===== config.mk =====
export PLATFORM = sky130hd
export DESIGN_NAME = dpdt_top
export DESIGN_NICKNAME = d
export VERILOG_FILES = /design/src/rtl/dpdt_pkg.sv /design/src/rtl/dpdt_tmr_if.sv /design/src/rtl/dpdt_timer.sv /design/src/rtl/dpdt_top.sv
export SDC_FILE = /design/constraint.sdc
export NUM_CORES = 1
export LEC_CHECK = 0
export ABC_AREA = 1
export BUFFER_PORTS_ARGS = -buffer_cell sky130_fd_sc_hd__buf_2
export CORE_MARGIN = 2
export CORE_UTILIZATION = 39
export CTS_CLUSTER_SIZE = 25
export DETAILED_ROUTE_END_ITERATION = 8
export HOLD_SLACK_MARGIN = 0.03
export SLEW_MARGIN = 40
export SYNTH_ARGS = -nofsm -noshare
export SYNTH_HDL_FRONTEND = slang
export SYNTH_SLANG_ARGS = --single-unit

===== constraint.sdc =====
create_clock -name clk_sys -period 1.65 [get_ports clk_sys]
set_input_delay 0.33 -clock clk_sys [delete_from_list [all_inputs] [get_ports clk_sys]]
set_output_delay 0.33 -clock clk_sys [all_outputs]
set_load 0.02 [all_outputs]

===== src/rtl/dpdt_pkg.sv =====
// Holds register offsets, field positions, reset values and timing counts
// Assumes a 10 MHz clk_sys and an 8-bit register view on classic Wishbone
// Functional notes
// - Zero flag sets on decrement to zero
// - Interrupt request when enable and flag set
// - Timer 1 direction bit: 0 input, 1 output
// - Output latches data bit; input selects gate/event
// - Run bit low forces prescaler 7f, stopped
// - Run bit high lets prescaler count down
// - Divider select taps prescaler, 1 to 128
// - Prescaler read returns zero in bit 7
// - Prescaler fed by clock divided by twelve, or by pin rises in event mode
// - Gated counts while pin high; event on rise
// - Reset: count ff, prescaler 7f, control zero
// - Count write beats coincident decrement to zero
`default_nettype none
package dpdt_pkg;
  localparam logic [7:0] DPDT_T1_PSC_OFS = 8'hd2;
  localparam logic [7:0] DPDT_T1_CNT_OFS = 8'hd3;
  localparam logic [7:0] DPDT_T1_CTL_OFS = 8'hd4;
  localparam logic [7:0] DPDT_T2_PSC_OFS = 8'hd5;
  localparam logic [7:0] DPDT_T2_CNT_OFS = 8'hd6;
  localparam logic [7:0] DPDT_T2_CTL_OFS = 8'hd7;
  localparam logic [7:0] DPDT_IRQ_STAT_OFS = 8'hd8;
  localparam logic [7:0] DPDT_IRQ_CLR_OFS = 8'hd9;
  localparam logic [7:0] DPDT_IRQ_EN_OFS = 8'hda;
  localparam int DPDT_ZERO_BIT = 7;
  localparam int DPDT_IEN_BIT = 6;
  localparam int DPDT_DIR_BIT = 5;
  localparam int DPDT_DOUT_BIT = 4;
  localparam int DPDT_RUN_BIT = 3;
  localparam logic [7:0] DPDT_CNT_RST = 8'hff;
  localparam logic [6:0] DPDT_PSC_RST = 7'h7f;
  localparam logic [7:0] DPDT_CTL_RST = 8'h00;
  localparam int DPDT_CLK_HZ = 10000000;
  localparam int DPDT_FINT_DIV = 12;
  localparam logic [3:0] DPDT_FINT_LAST = 4'(DPDT_FINT_DIV - 1);
  localparam logic [7:0] DPDT_UNMAPPED_RD = 8'h00;
endpackage
`default_nettype wire


===== src/rtl/dpdt_tmr_if.sv =====
// Interface carrying one timer's register access and events
// Assumes the top drives access strobes for one cycle
`default_nettype none
interface dpdt_tmr_if;
  logic wr_psc;
  logic wr_cnt;
  logic wr_ctl;
  logic [7:0] wdata;
  logic tick;
  logic pin_in;
  logic [7:0] ctl;
  logic [7:0] cnt;
  logic [6:0] timer1_prescaler_value;
  logic zero_evt;
  logic pin_out;
  logic pin_oe;
  logic irq;
  modport top (output wr_psc, wr_cnt, wr_ctl, wdata, tick, pin_in,
               input ctl, cnt, timer1_prescaler_value, zero_evt, pin_out, pin_oe, irq);
  modport tmr (input wr_psc, wr_cnt, wr_ctl, wdata, tick, pin_in,
               output ctl, cnt, timer1_prescaler_value, zero_evt, pin_out, pin_oe, irq);
endinterface
`default_nettype wire


===== src/rtl/dpdt_timer.sv =====
// One prescaled 8-bit down timer with optional pin
// Assumes tick is a one-cycle enable at the divided-by-twelve rate
`default_nettype none
module dpdt_timer
  import dpdt_pkg::*;
#(
  parameter bit HAS_PIN = 1'b1
) (
  input wire logic clk_sys,
  input wire logic rst,
  dpdt_tmr_if.tmr bus
);
  logic [7:0] ctl_ff;
  logic [7:0] cnt_ff;
  logic [6:0] psc_ff;
  logic pin_out_ff;
  logic pin_d_ff;
  logic [7:0] nxt_psc_full;
  logic [6:0] nxt_psc;
  logic psc_step;
  logic tap_rise;
  logic cnt_step;
  logic run;
  logic pin_mode_out;

  // ----------------------------------------------------------------
  // Prescaler input selection
  // ----------------------------------------------------------------
  assign run = ctl_ff[DPDT_RUN_BIT];
  assign pin_mode_out = HAS_PIN ? ctl_ff[DPDT_DIR_BIT] : 1'b1;
  always_comb begin
    if (pin_mode_out) begin
      psc_step = bus.tick;
    end else if (ctl_ff[DPDT_DOUT_BIT]) begin
      psc_step = bus.tick & bus.pin_in;
    end else begin
      psc_step = bus.pin_in & ~pin_d_ff;
    end
  end

  always_ff @(posedge clk_sys) begin
    if (rst) begin
      pin_d_ff <= 1'b1;
    end else begin
      pin_d_ff <= bus.pin_in;
    end
  end

  // ----------------------------------------------------------------
  // Tap: the counter steps on the rising edge of the selected output
  // ----------------------------------------------------------------
  assign nxt_psc_full = {1'b0, psc_ff} - 8'h01;
  assign nxt_psc = nxt_psc_full[6:0];
  always_comb begin
    logic [7:0] cur_ext;
    logic [7:0] nxt_ext;
    cur_ext = {psc_ff, 1'b0};
    nxt_ext = {nxt_psc, 1'b1};
    // Code 0 steps with the prescaler input itself
    tap_rise = ~cur_ext[ctl_ff[2:0]] & nxt_ext[ctl_ff[2:0]];
    if (ctl_ff[2:0] == 3'h0) begin
      tap_rise = 1'b1;
    end
  end
  assign cnt_step = run & psc_step & tap_rise;

  // ----------------------------------------------------------------
  // Prescaler
  // ----------------------------------------------------------------
  always_ff @(posedge clk_sys) begin
    if (rst) begin
      psc_ff <= DPDT_PSC_RST;
    end else if (!run) begin
      psc_ff <= DPDT_PSC_RST;
    end else if (bus.wr_psc) begin
      psc_ff <= bus.wdata[6:0];
    end else if (psc_step) begin
      psc_ff <= nxt_psc;
    end
  end

  // ----------------------------------------------------------------
  // Counter, flag and control
  // ----------------------------------------------------------------
  always_ff @(posedge clk_sys) begin
    if (rst) begin
      cnt_ff <= DPDT_CNT_RST;
    end else if (bus.wr_cnt) begin
      cnt_ff <= bus.wdata;
    end else if (cnt_step) begin
      cnt_ff <= cnt_ff - 8'h01;
    end
  end

  assign bus.zero_evt = cnt_step & (cnt_ff == 8'h01) & ~bus.wr_cnt;

  always_ff @(posedge clk_sys) begin
    if (rst) begin
      ctl_ff <= DPDT_CTL_RST;
    end else begin
      if (bus.wr_ctl) begin
        ctl_ff <= bus.wdata;
      end
      if (bus.zero_evt) begin
        ctl_ff[DPDT_ZERO_BIT] <= 1'b1;
      end
    end
  end

  always_ff @(posedge clk_sys) begin
    if (rst) begin
      pin_out_ff <= 1'b0;
    end else if (bus.zero_evt) begin
      pin_out_ff <= ctl_ff[DPDT_DOUT_BIT];
    end
  end

  assign bus.ctl = ctl_ff;
  assign bus.cnt = cnt_ff;
  assign bus.timer1_prescaler_value = psc_ff;
  assign bus.pin_out = pin_out_ff;
  assign bus.pin_oe = HAS_PIN & ctl_ff[DPDT_DIR_BIT];
  assign bus.irq = ctl_ff[DPDT_ZERO_BIT] & ctl_ff[DPDT_IEN_BIT];
endmodule
`default_nettype wire


===== src/rtl/dpdt_top.sv =====
// Top of the dual prescaled down timer with Wishbone slave
// Assumes classic Wishbone, 8-bit data, clk_sys at 10 MHz, sync reset
`default_nettype none
module dpdt_top
  import dpdt_pkg::*;
(
  input wire logic clk_sys,
  input wire logic rst,
  input wire logic wb_cyc_i,
  input wire logic wb_stb_i,
  input wire logic wb_we_i,
  input wire logic [7:0] wb_adr_i,
  input wire logic [7:0] wb_dat_i,
  input wire logic wb_sel_i,
  output logic [7:0] wb_dat_o,
  output logic wb_ack_o,
  input wire logic tmr_pin_i,
  output logic tmr_pin_o,
  output logic tmr_pin_oe,
  output logic t1_irq_o,
  output logic t2_irq_o,
  output logic irq_o
);
  dpdt_tmr_if t1();
  dpdt_tmr_if t2();
  logic [3:0] div_ff;
  logic tick_ff;
  logic ack_ff;
  logic [7:0] dat_ff;
  logic [1:0] stat_ff;
  logic [1:0] ien_ff;
  logic pin_o_ff;
  logic pin_oe_ff;
  logic t1_irq_ff;
  logic t2_irq_ff;
  logic irq_ff;
  logic req;
  logic wr;

  // ----------------------------------------------------------------
  // Divide-by-twelve enable
  // ----------------------------------------------------------------
  always_ff @(posedge clk_sys) begin
    if (rst) begin
      div_ff <= 4'h0;
      tick_ff <= 1'b0;
    end else begin
      tick_ff <= (div_ff == DPDT_FINT_LAST);
      div_ff <= (div_ff == DPDT_FINT_LAST) ? 4'h0 : div_ff + 4'h1;
    end
  end

  // ----------------------------------------------------------------
  // Bus decode
  // ----------------------------------------------------------------
  assign req = wb_cyc_i & wb_stb_i & ~ack_ff;
  assign wr = req & wb_we_i & wb_sel_i;
  assign t1.wdata = wb_dat_i;
  assign t2.wdata = wb_dat_i;
  assign t1.wr_psc = wr & (wb_adr_i == DPDT_T1_PSC_OFS);
  assign t1.wr_cnt = wr & (wb_adr_i == DPDT_T1_CNT_OFS);
  assign t1.wr_ctl = wr & (wb_adr_i == DPDT_T1_CTL_OFS);
  assign t2.wr_psc = wr & (wb_adr_i == DPDT_T2_PSC_OFS);
  assign t2.wr_cnt = wr & (wb_adr_i == DPDT_T2_CNT_OFS);
  assign t2.wr_ctl = wr & (wb_adr_i == DPDT_T2_CTL_OFS);
  assign t1.tick = tick_ff;
  assign t2.tick = tick_ff;
  assign t1.pin_in = tmr_pin_i;
  assign t2.pin_in = 1'b0;

  dpdt_timer #(.HAS_PIN(1'b1)) u_t1 (
    .clk_sys(clk_sys),
    .rst(rst),
    .bus(t1.tmr)
  );
  dpdt_timer #(.HAS_PIN(1'b0)) u_t2 (
    .clk_sys(clk_sys),
    .rst(rst),
    .bus(t2.tmr)
  );

  always_ff @(posedge clk_sys) begin
    if (rst) begin
      ack_ff <= 1'b0;
      dat_ff <= 8'h00;
    end else begin
      ack_ff <= req;
      if (req) begin
        case (wb_adr_i)
          DPDT_T1_PSC_OFS: dat_ff <= {1'b0, t1.timer1_prescaler_value};
          DPDT_T1_CNT_OFS: dat_ff <= t1.cnt;
          DPDT_T1_CTL_OFS: dat_ff <= t1.ctl;
          DPDT_T2_PSC_OFS: dat_ff <= {1'b0, t2.timer1_prescaler_value};
          DPDT_T2_CNT_OFS: dat_ff <= t2.cnt;
          DPDT_T2_CTL_OFS: dat_ff <= t2.ctl;
          DPDT_IRQ_STAT_OFS: dat_ff <= {6'h00, stat_ff};
          DPDT_IRQ_EN_OFS: dat_ff <= {6'h00, ien_ff};
          default: dat_ff <= DPDT_UNMAPPED_RD;
        endcase
      end
    end
  end

  // ----------------------------------------------------------------
  // Sticky status, clear and enable
  // ----------------------------------------------------------------
  always_ff @(posedge clk_sys) begin
    if (rst) begin
      stat_ff <= 2'h0;
      ien_ff <= 2'h0;
    end else begin
      if (wr && wb_adr_i == DPDT_IRQ_EN_OFS) begin
        ien_ff <= wb_dat_i[1:0];
      end
      if (wr && wb_adr_i == DPDT_IRQ_CLR_OFS) begin
        stat_ff <= (stat_ff & ~wb_dat_i[1:0]) | {t2.zero_evt, t1.zero_evt};
      end else begin
        stat_ff <= stat_ff | {t2.zero_evt, t1.zero_evt};
      end
    end
  end

  // ----------------------------------------------------------------
  // Registered outputs
  // ----------------------------------------------------------------
  always_ff @(posedge clk_sys) begin
    if (rst) begin
      pin_o_ff <= 1'b0;
      pin_oe_ff <= 1'b0;
      t1_irq_ff <= 1'b0;
      t2_irq_ff <= 1'b0;
      irq_ff <= 1'b0;
    end else begin
      pin_o_ff <= t1.pin_out;
      pin_oe_ff <= t1.pin_oe;
      t1_irq_ff <= t1.irq;
      t2_irq_ff <= t2.irq;
      irq_ff <= |(stat_ff & ien_ff);
    end
  end

  assign wb_ack_o = ack_ff;
  assign wb_dat_o = dat_ff;
  assign tmr_pin_o = pin_o_ff;
  assign tmr_pin_oe = pin_oe_ff;
  assign t1_irq_o = t1_irq_ff;
  assign t2_irq_o = t2_irq_ff;
  assign irq_o = irq_ff;
endmodule
`default_nettype wire


==> results.sh, run 1 <==
export IMPL_status="complete, but fails checks"
export IMPL_violations="negative setup slack"
export IMPL_ir_worst_vdd_v=0.000371
export IMPL_worstHoldPathCells=3
export IMPL_die_h_um=108
export IMPL_htree_levels=3
export IMPL_fill_cells=1021
export IMPL_vias_per_cell=5.45
export IMPL_drv_cap=0
export IMPL_slew_viol_final=0
export IMPL_synth_async_sr_flop_share_pct=0
export IMPL_critPathArrivalTime_ps=2050
export IMPL_min_to="u_t1.pin_d_ff"
export IMPL_crit_path_end_kind="register"
export IMPL_fin_util_pct=53.7
export IMPL_vias=4652
export IMPL_dp_cells=825
export IMPL_fmax_mhz=571
export IMPL_grt_pass1_vias=4399
export IMPL_setup_slack_ps=-101
export IMPL_ys_types=42
export IMPL_layout_min_cycle_time_ps=1750
export IMPL_synth_compound_area_share_pct=17.4
export IMPL_synth_cells=618
export IMPL_p_leak_uw=0.00257
export IMPL_ff2ff_path_depth=15
export IMPL_hp_start="tmr_pin_i"
export IMPL_synth_top_family_by_area="simple AND/OR/NAND/NOR gates"
export IMPL_post_dp_hpwl_um=9870
export IMPL_syn_to_final_growth_pct=32.6
export IMPL_crit_fanout=5
export IMPL_p_total_uw=3340
export IMPL_drt_iter0_drc=331
export IMPL_pin_count=37
export IMPL_seq_area_um2=1430
export IMPL_synthSimpleGateAreaFrac_pct=34.5
export IMPL_wl_um=14000
export IMPL_yosys_warnings=0
export IMPL_setup_viol=18
export IMPL_synth_top_cell_by_area="dfxtp_1"
export IMPL_cts_hold_buf=0
export IMPL_clk_latency_ps=360
export IMPL_r2r_slack_ps=-100
export IMPL_grt_pass1_wl_um=22500
export IMPL_maxSlewHeadroom_pct=72.8
export IMPL_synth_top_area_share_pct=33.7
export IMPL_antenna_found_initial=0
export IMPL_yosysSeqAreaShare_pct=33.7
export IMPL_synthFlopType="dfxtp_1"
export IMPL_mostFrequentLayoutCells="89 x nand2_1, 65 x dfxtp_1, 64 x inv_1, 62 x o21ai_0, 61 x nand3_1"
export IMPL_gp_congestion=0.933
export IMPL_synth_area_leaders="dfxtp_1 34%, nand3_1 10%, nand2_1 9.8%, o21ai_0 7.6%, inv_1 6.3%"
export IMPL_cts_tree="built"
export IMPL_start_util_pct=40.5
export IMPL_required_ps=1950
export IMPL_grt_ovfl_total=0
export IMPL_syn_num_nets=648
export IMPL_synthMuxAreaShare_pct=0
export IMPL_wire_per_inst_um=16.4
export IMPL_fin_tns_setup_ps=-1080
export IMPL_cts_root_buf="clkbuf_8"
export IMPL_fin_cells=853
export IMPL_portBuffers=36
export IMPL_diodes=0
export IMPL_final_net_count=742
export IMPL_powerDensity_nw_per_um2=597
export IMPL_mappedNetlistArea_um2=4220
export IMPL_numCtsBuffers=9
export IMPL_clockBufferDepth=2
export IMPL_preCtsSetupSlack_ps=-151
export IMPL_r2r_start="u_t2.bus.timer1_prescaler_value[1]"
export IMPL_drc=0
export IMPL_drive_gt1_share_pct=32.2
export IMPL_placementRows=37
export IMPL_ys_ff_latch=71
export IMPL_r2r_end="u_t2.bus.ctl[7]"
export IMPL_mostFrequentLayoutCell="nand2_1"
export IMPL_core_region_area_um2=10400
export IMPL_grt_start_max_net_pins=19
export IMPL_skew_ps=9.98
export IMPL_ant_nets=0
export IMPL_hp_class="in2reg"
export IMPL_dieArea_um2=11700
export IMPL_finalHoldViolCount=0
export IMPL_grtUsageTotal_pct=24.7
export IMPL_die_w_um=108
export IMPL_synth_edf_count=0
export IMPL_synth_adder_area_share_pct=2.08
export IMPL_final_period_utilization_pct=106
export IMPL_rsz0062_at_grt="yes"
export IMPL_multiInputGateArea_um2=2750
export IMPL_avgSynthCellArea_um2=6.82
export IMPL_cts_reportedPaths_clkPinSlew_ps=80
export IMPL_worstSetupPathType="reg2reg"
export IMPL_start_kind="register"
export IMPL_yosys_area_share_xor_xnor_pct=2.49
export IMPL_drt_pass1_iter_count=5
export IMPL_worstMarginPinSlew_ps=405
export IMPL_cts_sinks=71
==> cell families (layout without fill, tap and decap cells) <==
group           Yosys count  after routing
simple gates            294            295
compound gates          132            132
buf+inv                 102            200
flops                    71             71
xor+xnor                 12             12
fa+ha+maj                 7              7
==> report_power, final <==
part | switching [µW] | internal [µW]
sequential | 4.79 | 1720
clock | 714 | 673
combinational | 155 | 70.6
==> cells in the mapped netlist, types with 3 or more instances <==
library cell,instances
nand2_1,110
nand3_1,87
dfxtp_1,71
inv_1,71
o21ai_0,64
nor2_1,44
a21oi_1,40
nand4_1,16
xor2_1,12
inv_2,10
o21ai_1,10
clkbuf_1,8
ha_1,7
nor3_1,7
buf_2,6
o2111ai_1,5
o211ai_1,5
buf_4,4
nand3_2,4
nor2_4,4
nand2_2,3
nand2_4,3
nor2_2,3
==> critical path, cell delays in order (launching register included) <==
cell,delay [ps]
dfxtp_2,340
inv_2,70
ha_4,140
inv_4,40
nor2_4,140
nand2_2,80
inv_2,70
nand2_2,50
nand2_2,80
nand3_2,80
nand3_2,90
nand2_2,60
nand2_4,90
buf_6,130
nand3_4,70
a21oi_2,140
==> how the worst max path moves through the flow <==
stage                     slack, ps  cells after the start         endpoint                          startpoint
after global placement          -80                     15  u_t2.bus.cnt[4]  u_t2.bus.timer1_prescaler_value[1]
after global routing           -220                     15  u_t2.bus.ctl[7]  u_t2.bus.timer1_prescaler_value[1]
final                          -100                     15  u_t2.bus.ctl[7]  u_t2.bus.timer1_prescaler_value[1]
after detailed placement       -150                     15  u_t2.bus.cnt[6]  u_t2.bus.timer1_prescaler_value[1]
after CTS                        -2                     15  u_t2.bus.cnt[3]  u_t2.bus.timer1_prescaler_value[0]
after floorplan                  30                     16  u_t2.bus.cnt[0]  u_t2.bus.timer1_prescaler_value[0]
==> final cells by class <==
class	count	area share, %
Clock buffer	14	3.09
Sequential cell	71	25.5
Tap cell	136	3.04
Timing Repair Buffer	102	13.3
Clock inverter	2	0.246
Multi-Input combinational cell	446	49.2
Inverter	82	5.59
==> through the flow <==
stage | instance area [µm²] | hold WS [ps]
2_1_floorplan | 4220 | 410
3_3_place_gp | 4920 | 425
3_5_place_dp | 4920 | 437
4_1_cts | 5230 | 160
5_1_grt | 5590 | 198
6_report | 5590 | 167
==> sequential cells by signal (all words and copies together) (netlist names), 4 cells and up <==
signal / count
u_t1.bus.cnt: 8
u_t1.bus.ctl: 8
u_t2.bus.cnt: 8
u_t2.bus.ctl: 8
wb_dat_o: 8
u_t1.bus.timer1_prescaler_value: 7
u_t2.bus.timer1_prescaler_value: 7
div_ff: 4
==> layer usage <==
metal	track usage, %	vias to the layer above	wire length (µm)
met5	0	-	0
met4	9.34	0	386
met3	2.83	35	896
met2	39.1	194	6310
met1	34.5	2157	6410
li1	-	2266	-
==> timing repair <==
action,4_1_cts,5_1_grt
buffers inserted,1,10
endpoints found under the setup margin,21,28
pin swaps,4,30
gates resized for setup,30,75
gates cloned,2,0
Power figures use the tool's default switching activity.
==> inputs of run 2 (changes only) <==
CORE_ASPECT_RATIO = 2   (was default)
RECOVER_POWER = 25   (was default)
SYNTH_HIERARCHICAL = 1   (was default)
==> run 2 against run 1 <==
  * Worst hold slack improved by 29 ps
  * Largest power group is now clock
  * Critical path type unchanged
  * The flow still finishes with violations (negative setup slack)
  * Synthesized area rose by 4.6%
  * Register-to-register slack improved by 70 ps
==> results.sh, run 2 <==
export IMPL_status="complete, but fails checks"
export IMPL_violations="negative setup slack"
export IMPL_start_util_pct=39.6
export IMPL_setup_viol=2
export IMPL_drc=0
export IMPL_worst_path_buf_inv=2
export IMPL_ant_nets=0
export IMPL_slowest_stage="dfxtp_1"
export IMPL_worstMarginPinSlew_ps=507
export IMPL_drt_pass1_iter_count=5
export IMPL_diodes=0
export IMPL_grt_ovfl_total=0
export IMPL_mostFrequentLayoutCells="110 x nand2_1, 92 x nand3_1, 64 x dfxtp_1, 51 x nor2_1, 50 x inv_1"
export IMPL_syn_num_nets=662
export IMPL_fin_tns_setup_ps=-32.4
export IMPL_vias_per_cell=5.35
export IMPL_numCtsBuffers=9
export IMPL_yosys_warnings=6
export IMPL_cts_reportedPaths_clkPinSlew_ps=60
export IMPL_dp_cells=837
export IMPL_start_kind="register"
export IMPL_antenna_found_initial=0
export IMPL_synth_cells=632
export IMPL_core_region_area_um2=11100
export IMPL_mappedNetlistArea_um2=4410
export IMPL_required_ps=1910
export IMPL_grt_start_max_net_pins=35
export IMPL_fin_cells=858
export IMPL_maxSlewHeadroom_pct=66.1
export IMPL_crit_fanout=10
export IMPL_p_leak_uw=0.00260
export IMPL_cts_root_buf="clkbuf_16"
export IMPL_dieArea_um2=12200
export IMPL_slew_viol_final=0
export IMPL_die_w_um=79.2
export IMPL_portBuffers=36
export IMPL_clockBufferDepth=2
export IMPL_critical_path_top_delay_family="flip-flops"
export IMPL_critPathArrivalTime_ps=1940
export IMPL_placementRows=55
export IMPL_grt_pass1_vias=4412
export IMPL_cts_tree="built"
export IMPL_drv_cap=0
export IMPL_powerDensity_nw_per_um2=698
export IMPL_cpPeakStageDelay_ps=550
export IMPL_layout_min_cycle_time_ps=1680
export IMPL_worstSetupPathType="reg2reg"
export IMPL_place_area_um2=5190
export IMPL_htree_levels=3
export IMPL_cts_sinks=71
export IMPL_post_dp_hpwl_um=9980
export IMPL_mostFrequentLayoutCell="nand2_1"
export IMPL_clk_latency_ps=340
export IMPL_drive_gt1_share_pct=30.7
export IMPL_avgSynthCellArea_um2=6.98
export IMPL_finalHoldViolCount=0
export IMPL_drt_iter0_drc=298
export IMPL_setup_slack_ps=-27.0
export IMPL_hp_class="in2reg"
export IMPL_pin_count=37
export IMPL_rsz0062_at_grt="yes"
export IMPL_finalInstanceArea_um2=5690
export IMPL_syn_to_final_growth_pct=29.0
export IMPL_grtUsageTotal_pct=22.6
export IMPL_cp_cell_sequence="o21ai_0 > a21oi_1 > nand2_1 > inv_2 > nand2_4 > nand2_8 > nand2_8 > nor3_4 > inv_1 > a21oi_1"
export IMPL_die_h_um=154
export IMPL_skew_ps=6.23
export IMPL_vias=4588
export IMPL_wire_per_inst_um=15.8
export IMPL_hold_slack_ps=197
export IMPL_final_net_count=741
export IMPL_gp_congestion=0.893
export IMPL_grt_pass1_wl_um=21700
export IMPL_fmax_mhz=596
export IMPL_final_period_utilization_pct=102
export IMPL_fin_util_pct=51.1
export IMPL_wl_um=13500
export IMPL_crit_path_end_kind="register"
export IMPL_ir_worst_vdd_v=0.000590
==> run 2: final timing paths <==
| check | startpoint | to | slack (ps) | cells after the start |
|---|---|---|---|---|
| worst min-delay path | tmr_pin_i | u_t1/pin_d_ff | 200 | 3 |
| worst max-delay path | u_t1/bus.ctl[0] | stat_ff[0] | -30 | 10 |
| worst min register to register | u_t1/bus.pin_out | tmr_pin_o | 420 | 2 |
| worst max register to register | u_t1/bus.ctl[0] | stat_ff[0] | -30 | 10 |
==> run 2: metal layers <==
metal | part of all wire, % | up-vias | GRT usage, %
met3 | 6.0 | 34 | 3.38
met1 | 42 | 2106 | 27.8
li1 | - | 2292 | -
met2 | 48 | 156 | 38.0
met5 | 0 | - | 0
met4 | 4.0 | 0 | 10.9
==> run 2: worst min-delay path, cell delays in order <==
cell     delay (ps)
buf_2            80
inv_1            40
nand2_1          50
==> run 2: what timing repair did <==
| action | CTS | global route |
|---|---|---|
| buffers inserted | 0 | 3 |
| pin swaps | 3 | 19 |
| resized for setup | 10 | 41 |
| hold buffers | 0 | 0 |
| cloned | 0 | 2 |
| setup endpoints to repair | 18 | 37 |
==> run 2: power by group <==
| group | internal [µW] | switching (µW) | total (µW) |
|---|---|---|---|
| clock network | 1210 | 770 | 1980 |
| logic | 81.4 | 180 | 261 |
| registers | 1720 | 5.60 | 1730 |
==> run 2: cell type report <==
cell class,instances,area [µm²]
inverters,71,287
clock buffers,11,243
flip-flops and latches,71,1430
fillers,1153,5460
repair buffers,88,589
clock inverters,5,57.6
well taps,142,178
multi-input cells,470,2910
==> run 2: through the flow <==
stage / total power [µW] / worst slack, ps
after CTS: 4000 / -8.43
after global placement: 2020 / -189
after detailed placement: 2030 / -235
final: 3970 / -27.0
after floorplan: 1910 / -102
after global routing: 4090 / -133
